<file path="src/ord_pkg.sv">
package ord_pkg;
	// register indices, byte address is four times the index
	localparam int             REG_ADDR_W          = 12;
	localparam int             REG_IDX_W           = 10;
	localparam logic [9:0]     IDX_LEVEL_LIMIT_I   = 10'h211;
	localparam logic [9:0]     IDX_LEVEL_LIMIT_Q   = 10'h212;
	localparam logic [9:0]     IDX_RANGE_PIN_CFG   = 10'h213;
	localparam logic [9:0]     IDX_IRQ_STATUS      = 10'h220;
	localparam logic [9:0]     IDX_IRQ_MASK        = 10'h221;
	// reset values
	localparam logic [7:0]     RST_LEVEL_LIMIT_I   = 8'hF2;
	localparam logic [7:0]     RST_LEVEL_LIMIT_Q   = 8'hAB;
	localparam logic [7:0]     RST_RANGE_PIN_CFG   = 8'h07;
	localparam logic [3:0]     RST_IRQ_MASK        = 4'h0;
	// config field layout
	localparam int             CFG_ENABLE_BIT      = 3;
	localparam int             CFG_EXP_LSB         = 0;
	localparam int             CFG_EXP_W           = 3;
	// detection and stretch
	localparam int             MAG_BITS            = 8;
	localparam int             LIMIT_SCALE         = 256;
	localparam int             STRETCH_BASE        = 8;
	localparam int             STRETCH_CNT_W       = 11;
	localparam int             LANES               = 4;
	// axi responses
	localparam logic [1:0]     RESP_OKAY           = 2'h0;
	localparam logic [1:0]     RESP_SLVERR         = 2'h2;
endpackage : ord_pkg

</file>
<file path="src/ord_overrange_detector.sv">
`timescale 1ns/10ps
module ord_overrange_detector
	import ord_pkg::*;
#(
	parameter int SAMPLE_W = 16
)(
	// clock and reset
	input  wire logic                  clk_sys_in,
	input  wire logic                  rst_in,
	// down-converter samples, channel a
	input  wire logic                  a_valid_in,
	input  wire logic [SAMPLE_W-1:0]   a_i_in,
	input  wire logic [SAMPLE_W-1:0]   a_q_in,
	// down-converter samples, channel b
	input  wire logic                  b_valid_in,
	input  wire logic [SAMPLE_W-1:0]   b_i_in,
	input  wire logic [SAMPLE_W-1:0]   b_q_in,
	// samples with control bits attached
	output logic                       a_valid_out,
	output logic [SAMPLE_W-1:0]        a_i_out,
	output logic [SAMPLE_W-1:0]        a_q_out,
	output logic [1:0]                 a_ctrl_out,
	output logic                       b_valid_out,
	output logic [SAMPLE_W-1:0]        b_i_out,
	output logic [SAMPLE_W-1:0]        b_q_out,
	output logic [1:0]                 b_ctrl_out,
	// over-range pins
	output logic                       range_flag_a_zero_out,
	output logic                       range_flag_a_one_out,
	output logic                       range_flag_b_zero_out,
	output logic                       range_flag_b_one_out,
	// interrupt
	output logic                       irq_out,
	// axi4-lite write address
	input  wire logic                  s_axi_awvalid_in,
	output logic                       s_axi_awready_out,
	input  wire logic [REG_ADDR_W-1:0] s_axi_awaddr_in,
	// axi4-lite write data
	input  wire logic                  s_axi_wvalid_in,
	output logic                       s_axi_wready_out,
	input  wire logic [31:0]           s_axi_wdata_in,
	input  wire logic [3:0]            s_axi_wstrb_in,
	// axi4-lite write response
	output logic                       s_axi_bvalid_out,
	input  wire logic                  s_axi_bready_in,
	output logic [1:0]                 s_axi_bresp_out,
	// axi4-lite read address
	input  wire logic                  s_axi_arvalid_in,
	output logic                       s_axi_arready_out,
	input  wire logic [REG_ADDR_W-1:0] s_axi_araddr_in,
	// axi4-lite read data
	output logic                       s_axi_rvalid_out,
	input  wire logic                  s_axi_rready_in,
	output logic [31:0]                s_axi_rdata_out,
	output logic [1:0]                 s_axi_rresp_out
);

	// saturating magnitude, top bits only; most negative code maps to full scale
	function automatic logic [MAG_BITS-1:0] mag_top(input logic [SAMPLE_W-1:0] s);
		logic [SAMPLE_W-1:0] a;
		a = s[SAMPLE_W-1] ? SAMPLE_W'(~s + 1'b1) : s;
		mag_top = a[SAMPLE_W-1] ? '1 : a[SAMPLE_W-2 -: MAG_BITS];
	endfunction : mag_top

	// register file
	logic [7:0]                level_limit_i;
	logic [7:0]                level_limit_q;
	logic [7:0]                range_pin_config;
	logic [LANES-1:0]          irq_status;
	logic [LANES-1:0]          irq_mask;
	logic [7:0]                next_level_limit_i;
	logic [7:0]                next_level_limit_q;
	logic [7:0]                next_range_pin_config;
	logic [LANES-1:0]          next_irq_status;
	logic [LANES-1:0]          next_irq_mask;

	// bus state
	logic                      aw_hold;
	logic [REG_ADDR_W-1:0]     aw_addr;
	logic                      w_hold;
	logic [31:0]               w_data;
	logic [3:0]                w_strb;
	logic                      bvalid;
	logic [1:0]                bresp;
	logic                      rvalid;
	logic [31:0]               rdata;
	logic [1:0]                rresp;
	logic                      next_aw_hold;
	logic [REG_ADDR_W-1:0]     next_aw_addr;
	logic                      next_w_hold;
	logic [31:0]               next_w_data;
	logic [3:0]                next_w_strb;
	logic                      next_bvalid;
	logic [1:0]                next_bresp;
	logic                      next_rvalid;
	logic [31:0]               next_rdata;
	logic [1:0]                next_rresp;

	// datapath state
	logic [STRETCH_CNT_W-1:0]  stretch_cnt [LANES];
	logic [STRETCH_CNT_W-1:0]  next_stretch_cnt [LANES];
	logic [LANES-1:0]          pin;
	logic [LANES-1:0]          next_pin;
	logic [LANES-1:0]          ctrl;
	logic [LANES-1:0]          next_ctrl;
	logic [SAMPLE_W-1:0]       smp [LANES];
	logic [SAMPLE_W-1:0]       next_smp [LANES];
	logic [1:0]                vld;
	logic [1:0]                next_vld;
	logic                      irq;
	logic                      next_irq;

	// combinational helpers
	logic [SAMPLE_W-1:0]       lane_in [LANES];
	logic [LANES-1:0]          lane_vld;
	logic [LANES-1:0]          hit;
	logic                      aw_take;
	logic                      w_take;
	logic                      do_write;
	logic [REG_ADDR_W-1:0]     wr_addr;
	logic [31:0]               wr_data;
	logic [3:0]                wr_strb;
	logic [REG_IDX_W-1:0]      wr_idx;
	logic [REG_IDX_W-1:0]      rd_idx;
	logic                      ar_take;
	logic [LANES-1:0]          status_clr;
	logic [STRETCH_CNT_W-1:0]  stretch_len;

	assign lane_in[0] = a_i_in;
	assign lane_in[1] = a_q_in;
	assign lane_in[2] = b_i_in;
	assign lane_in[3] = b_q_in;
	assign lane_vld   = {b_valid_in, b_valid_in, a_valid_in, a_valid_in};

	// even lanes are i paths, odd lanes are q paths
	always_comb
	begin
		for (int n = 0; n < LANES; n++)
		begin
			if (n % 2 == 0)
				hit[n] = lane_vld[n] && (mag_top(lane_in[n]) >= level_limit_i);
			else
				hit[n] = lane_vld[n] && (mag_top(lane_in[n]) >= level_limit_q);
		end
	end

	// shift keeps the width; longest pulse is 8 << 7 = 1024 cycles
	assign stretch_len = STRETCH_CNT_W'(STRETCH_BASE)
		<< range_pin_config[CFG_EXP_LSB +: CFG_EXP_W];

	// bus handshakes
	assign s_axi_awready_out = !aw_hold && !bvalid;
	assign s_axi_wready_out  = !w_hold && !bvalid;
	assign s_axi_arready_out = !rvalid;
	assign aw_take  = s_axi_awvalid_in && s_axi_awready_out;
	assign w_take   = s_axi_wvalid_in && s_axi_wready_out;
	assign ar_take  = s_axi_arvalid_in && s_axi_arready_out;
	assign do_write = (aw_hold || aw_take) && (w_hold || w_take) && !bvalid;
	assign wr_addr  = aw_hold ? aw_addr : s_axi_awaddr_in;
	assign wr_data  = w_hold ? w_data : s_axi_wdata_in;
	assign wr_strb  = w_hold ? w_strb : s_axi_wstrb_in;
	assign wr_idx   = wr_addr[REG_ADDR_W-1:2];
	assign rd_idx   = s_axi_araddr_in[REG_ADDR_W-1:2];

	always_comb
	begin
		next_aw_hold          = aw_hold;
		next_aw_addr          = aw_addr;
		next_w_hold           = w_hold;
		next_w_data           = w_data;
		next_w_strb           = w_strb;
		next_bvalid           = bvalid;
		next_bresp            = bresp;
		next_rvalid           = rvalid;
		next_rdata            = rdata;
		next_rresp            = rresp;
		next_level_limit_i    = level_limit_i;
		next_level_limit_q    = level_limit_q;
		next_range_pin_config = range_pin_config;
		next_irq_mask         = irq_mask;
		status_clr            = '0;
		if (aw_take)
		begin
			next_aw_hold = 1'b1;
			next_aw_addr = s_axi_awaddr_in;
		end
		if (w_take)
		begin
			next_w_hold = 1'b1;
			next_w_data = s_axi_wdata_in;
			next_w_strb = s_axi_wstrb_in;
		end
		if (do_write)
		begin
			next_aw_hold = 1'b0;
			next_w_hold  = 1'b0;
			next_bvalid  = 1'b1;
			next_bresp   = RESP_OKAY;
			unique case (wr_idx)
				IDX_LEVEL_LIMIT_I:
					if (wr_strb[0])
						next_level_limit_i = wr_data[7:0];
				IDX_LEVEL_LIMIT_Q:
					if (wr_strb[0])
						next_level_limit_q = wr_data[7:0];
				IDX_RANGE_PIN_CFG:
					if (wr_strb[0])
						next_range_pin_config = wr_data[7:0];
				IDX_IRQ_STATUS:
					if (wr_strb[0])
						status_clr = wr_data[LANES-1:0];
				IDX_IRQ_MASK:
					if (wr_strb[0])
						next_irq_mask = wr_data[LANES-1:0];
				default: next_bresp = RESP_SLVERR;
			endcase
		end
		else if (bvalid && s_axi_bready_in)
			next_bvalid = 1'b0;
		if (ar_take)
		begin
			next_rvalid = 1'b1;
			next_rresp  = RESP_OKAY;
			unique case (rd_idx)
				IDX_LEVEL_LIMIT_I: next_rdata = {24'h000000, level_limit_i};
				IDX_LEVEL_LIMIT_Q: next_rdata = {24'h000000, level_limit_q};
				IDX_RANGE_PIN_CFG: next_rdata = {24'h000000, range_pin_config};
				IDX_IRQ_STATUS:    next_rdata = {28'h0000000, irq_status};
				IDX_IRQ_MASK:      next_rdata = {28'h0000000, irq_mask};
				default:
				begin
					next_rdata = 32'h00000000;
					next_rresp = RESP_SLVERR;
				end
			endcase
		end
		else if (rvalid && s_axi_rready_in)
			next_rvalid = 1'b0;
	end

	// detection, stretch and pins
	always_comb
	begin
		next_smp[0] = a_i_in;
		next_smp[1] = a_q_in;
		next_smp[2] = b_i_in;
		next_smp[3] = b_q_in;
		next_vld    = {b_valid_in, a_valid_in};
		// control bits follow the samples whatever the pin enable says
		next_ctrl   = hit;
		for (int n = 0; n < LANES; n++)
		begin
			if (hit[n])
				next_stretch_cnt[n] = stretch_len;
			else if (stretch_cnt[n] != '0)
				next_stretch_cnt[n] = stretch_cnt[n] - 1'b1;
			else
				next_stretch_cnt[n] = stretch_cnt[n];
			// counter keeps running while disabled so enabling shows live state
			next_pin[n] = range_pin_config[CFG_ENABLE_BIT]
				&& (next_stretch_cnt[n] != '0);
		end
		// set wins over a clear in the same cycle
		next_irq_status = (irq_status & ~status_clr) | hit;
		next_irq        = |(next_irq_status & irq_mask);
	end

	always_ff @(posedge clk_sys_in)
	begin
		if (rst_in)
		begin
			aw_hold          <= 1'b0;
			aw_addr          <= '0;
			w_hold           <= 1'b0;
			w_data           <= 32'h00000000;
			w_strb           <= 4'h0;
			bvalid           <= 1'b0;
			bresp            <= RESP_OKAY;
			rvalid           <= 1'b0;
			rdata            <= 32'h00000000;
			rresp            <= RESP_OKAY;
			level_limit_i    <= RST_LEVEL_LIMIT_I;
			level_limit_q    <= RST_LEVEL_LIMIT_Q;
			range_pin_config <= RST_RANGE_PIN_CFG;
			irq_status       <= '0;
			irq_mask         <= RST_IRQ_MASK;
			pin              <= '0;
			ctrl             <= '0;
			vld              <= 2'h0;
			irq              <= 1'b0;
			stretch_cnt      <= '{default: '0};
			smp              <= '{default: '0};
		end
		else
		begin
			aw_hold          <= next_aw_hold;
			aw_addr          <= next_aw_addr;
			w_hold           <= next_w_hold;
			w_data           <= next_w_data;
			w_strb           <= next_w_strb;
			bvalid           <= next_bvalid;
			bresp            <= next_bresp;
			rvalid           <= next_rvalid;
			rdata            <= next_rdata;
			rresp            <= next_rresp;
			level_limit_i    <= next_level_limit_i;
			level_limit_q    <= next_level_limit_q;
			range_pin_config <= next_range_pin_config;
			irq_status       <= next_irq_status;
			irq_mask         <= next_irq_mask;
			pin              <= next_pin;
			ctrl             <= next_ctrl;
			vld              <= next_vld;
			irq              <= next_irq;
			stretch_cnt      <= next_stretch_cnt;
			smp              <= next_smp;
		end
	end

	// outputs
	assign s_axi_bvalid_out      = bvalid;
	assign s_axi_bresp_out       = bresp;
	assign s_axi_rvalid_out      = rvalid;
	assign s_axi_rdata_out       = rdata;
	assign s_axi_rresp_out       = rresp;
	assign {b_valid_out, a_valid_out} = vld;
	assign a_i_out               = smp[0];
	assign a_q_out               = smp[1];
	assign b_i_out               = smp[2];
	assign b_q_out               = smp[3];
	assign {b_ctrl_out, a_ctrl_out} = ctrl;
	assign {range_flag_b_one_out, range_flag_b_zero_out,
		range_flag_a_one_out, range_flag_a_zero_out} = pin;
	assign irq_out               = irq;

endmodule : ord_overrange_detector

</file>
<file path="config.mk">
export PLATFORM = sky130hd
export DESIGN_NAME = ord_overrange_detector
export DESIGN_NICKNAME = d
export VERILOG_FILES = /design/src/ord_pkg.sv /design/src/ord_overrange_detector.sv
export SDC_FILE = /design/constraint.sdc
export NUM_CORES = 1
export LEC_CHECK = 0
export BUFFER_PORTS_ARGS = -buffer_cell sky130_fd_sc_hd__buf_4
export CAP_MARGIN = 10
export CELL_PAD_IN_SITES_DETAIL_PLACEMENT = 1
export CELL_PAD_IN_SITES_GLOBAL_PLACEMENT = 1
export CORE_AREA = 2 2 213 131
export DETAILED_ROUTE_END_ITERATION = 12
export DIE_AREA = 0 0 215 133
export PLACE_DENSITY_LB_ADDON = 0.1
export SYNTH_ARGS = -nofsm -noshare
export SYNTH_HDL_FRONTEND = slang
export SYNTH_SLANG_ARGS = --single-unit
</file>
<file path="constraint.sdc">
create_clock -name clk_sys_in -period 3.7 [get_ports clk_sys_in]
set_clock_uncertainty 0.05 [all_clocks]
set_input_delay 0.37 -clock clk_sys_in [delete_from_list [all_inputs] [get_ports clk_sys_in]]
set_output_delay 0.37 -clock clk_sys_in [all_outputs]
set_load 0.005 [all_outputs]
</file>
==> flow_metrics.tcl <==
set metrics [dict create \
    outcome "complete, no violations" \
    die_area_sq_um 28600 \
    die_y_um 133 \
    use_met2 0.2781 \
    vias_per_cell 4.926 \
    use_met1 0.3270 \
    power.leakage_nw 5.208 \
    root_buffer "clkbuf_16" \
    yosys_warnings 0 \
    vdd_ir_drop_max_mv 0.2850 \
    reg2regPathDepth 7 \
    initial_core_util 0.3410 \
    seq_area_frac_synth 0.4010 \
    clock_latency_ns 0.46 \
    combPwrFrac 0.347 \
    p_clk_frac 0.284 \
    initialDrtViolationCount 377 \
    crit_arrival_ns 3.92 \
    gr-total-overflow 0 \
    final_cell_area_sq_um 11990 \
    num_io_pins 249 \
    drt-total-wl_mm 29.53 \
    synthCells 1082 \
    endpoint_kind "register" \
    path_class "in2reg" \
    finalSetupViolCount 0 \
    power_mw 6.763 \
    cp_common_cell "or4_4" \
    cp_slowest_cell "or4_4" \
    htree_levels 4 \
    r2r-start "aw_hold" \
    place_area_sq_um 11210 \
    drive_gt1_frac 0.2546 \
    row_count 47 \
    fp.dieW_um 215 \
    crit_family "simple AND/OR/NAND/NOR gates" \
    synth_seq_cells 184 \
    min_path_type "in2reg" \
    crit_required_ns 3.97 \
    synth_top_area_cell "dfxtp_1" \
    swShare 0.3600 \
    use_met3 0.04115 \
    fin_crit_sh 0.9860 \
    worstPathCellList "buf_6 > nor4_4 > nand2_2 > or4_4 > or4_4 > nor2_2 > nand3_2 > and2_4 > ha_4 > nand2b_4 > a2111o_1 > a32oi_4 > nor3_2 > a31o_2 > nor4b_2 > a41oi_1" \
    rsz0062_at_grt "yes" \
    grt_max_degree 61 \
    numCtsBuffers 17 \
    clock_sinks 184 \
    r2r_end "irq_out" \
    dp_hpwl_mm 22.72 \
    crit_fanout 4 \
    maxCapViolCount 0 \
    period_minus_slack_ns 3.648 \
    start_kind "input pin" \
    grt_busiest_layer "met1" \
    io_buffer_count 191 \
    cts_hold_buf 0 \
    area_growth_syn_to_layout_pct 30.51 \
    synth_area_per_cell_sq_um 8.489 \
    reg2reg_slack_ns 1.06 \
    critical_path.endpoint "pin[3]" \
    nNetsFinal 1468 \
    cts_tree "done" \
    vias 8270 \
    drtAntennaViolNets 0 \
    cts_buffer_depth 2 \
    worstMarginPinSlew_ns 0.9296 \
    netlist_area_sq_um 9185 \
    fmax_mhz 274.1 \
    core_area_sq_um 26930 \
    grt_pass1_vias 8015 \
    maxSlewViolCount 0 \
    synthArstFlopShare 0 \
    synth_cell_type_count 65 \
    synth_top_area_frac 0.4010 \
    drc 0 \
    crit_start "b_q_in[4]" \
    cpPeakStageDelay_ns 0.44 \
    fillers 3218 \
    hold_violations 0 \
    power_density_nw_per_um2 564.2 \
    firstDrtPassIters 5 \
    path_clk_slew_ns 0.07 \
    grt_pass1_wl_mm 45.96 \
    synthTopCellsByArea "dfxtp_1 40%, ha_1 4.9%, nor2b_1 4.8%" \
    cp_num_buf_inv 1 \
    power_switching_mw 2.435 \
    place.gp.congestion 0.8127 \
    antenna_found_initial 0 \
    crit_cells 16 \
    wl_per_cell_um 17.59 \
    track_usage 0.2059 \
    timing.slew.headroom 0.3789 \
    synth_ff_type "dfxtp_1" \
    p_int_mw 4.328 \
    num_antenna_cells 0 \
    synth-edff-count 0 \
    power_frac_seq 0.369 \
]
[layer usage]
layer	wire, um	up-vias
li1	-	4150
met5	0	-
met4	232	0
met3	1353	16
met1	16030	3942
met2	11900	162
[Yosys cell counts, types with 36 or more instances]
master,count
mux2i_1,38
nand2_1,116
nor2b_1,70
inv_1,37
nor2_1,113
o21ai_0,47
nor3_1,38
a211oi_1,36
dfxtp_1,184
a21oi_1,52
ha_1,36
[worst register-to-register path: stages (launching register included)]
cell and delay [ns]:
dfxtp_1 0.55, mux2i_1 0.35, nor4b_2 0.40, o21ai_1 0.27, o21ai_0 0.29, nand2_1 0.09, a22o_1 0.23, a221o_1 0.29
[placed cells by master, fill, tap and decap left out, drive strengths merged, types with 17 or more instances in the layout]
cell type  netlist  layout
clkbuf          32      18
mux2i           38      38
ha              36      36
dfxtp          184     184
nor2b           70      70
nor3            38      38
buf             41     246
a21oi           52      52
inv             37      44
nor2           118     118
nand3           17      17
o21ai           48      48
xor2            29      29
nand2          116     116
a211oi          36      36
conb             1      26
[logic make-up after synthesis]
kind of cell / Yosys count / share of synthesized area
compound gates: 213 / 0.1520
xor+xnor: 43 / 0.04100
fa+ha+maj: 36 / 0.04904
buf+inv: 111 / 0.05953
flops: 184 / 0.4010
mux: 42 / 0.04631
other cells: 1 / 0.0004083
simple gates: 452 / 0.2506
[through the flow]
step           hold WS [ns]  std cells   TNS, ns  setup slack [ns]  utilization
6_report            0.04001       1679         0           0.05193       0.4451
5_1_grt             0.02701       1679  -0.09688          -0.08260       0.4451
4_1_cts             0.01653       1675         0           0.02166       0.4385
3_5_place_dp         0.3991       1643    -14.50           -0.5494       0.4161
3_3_place_gp         0.3885       1643    -13.17           -0.5173       0.4161
2_1_floorplan        0.3829       1107   -0.5108           -0.2264            -
[power by group through the flow]
stage                     registers, mW  clock network (mW)  logic (mW)
after global routing               2.53                2.06        2.64
final                              2.49                1.92        2.35
after CTS                          2.49                1.98        2.29
after global placement             2.53                   0        2.24
after detailed placement           2.53                   0        2.27
after floorplan                    2.45                   0        1.67
[worst min path at each step]
stage | start | to | slack, ns | cells after the start
6_report | s_axi_rready_in | s_axi_rvalid_out | 0.04 | 2
2_1_floorplan | w_data[0] | w_data[0] | 0.38 | 2
3_5_place_dp | w_data[4] | w_data[4] | 0.40 | 2
4_1_cts | s_axi_rready_in | s_axi_rvalid_out | 0.02 | 2
5_1_grt | s_axi_rready_in | s_axi_rvalid_out | 0.03 | 2
3_3_place_gp | w_data[0] | w_data[0] | 0.39 | 2
[layout make-up]
cell class	count	area [sq um]	area share
Tap cell	367	459.2	0.03831
Timing Repair Buffer	246	1891	0.1577
Sequential cell	184	3684	0.3073
Clock buffer	18	439.2	0.03664
Multi-Input combinational cell	812	5213	0.4348
Inverter	38	142.6	0.01190
Clock inverter	14	160.2	0.01336
[flip-flops by register name (all words and copies together) (netlist names), 8 cells and up]
| signal | count |
|---|---|
| b_q_out | 16 |
| stretch_cnt | 44 |
| aw_addr | 10 |
| level_limit_q | 8 |
| level_limit_i | 8 |
| s_axi_rdata_out | 8 |
| a_q_out | 16 |
| range_pin_config | 8 |
| a_i_out | 16 |
| b_i_out | 16 |
| w_data | 8 |
[what timing repair did]
action	in CTS	in global routing
cloned	0	2
resized for setup	3	34
setup endpoints to repair	3	25
setup buffers	0	3
pin swaps	1	12
(Power assumes the default switching activity.)
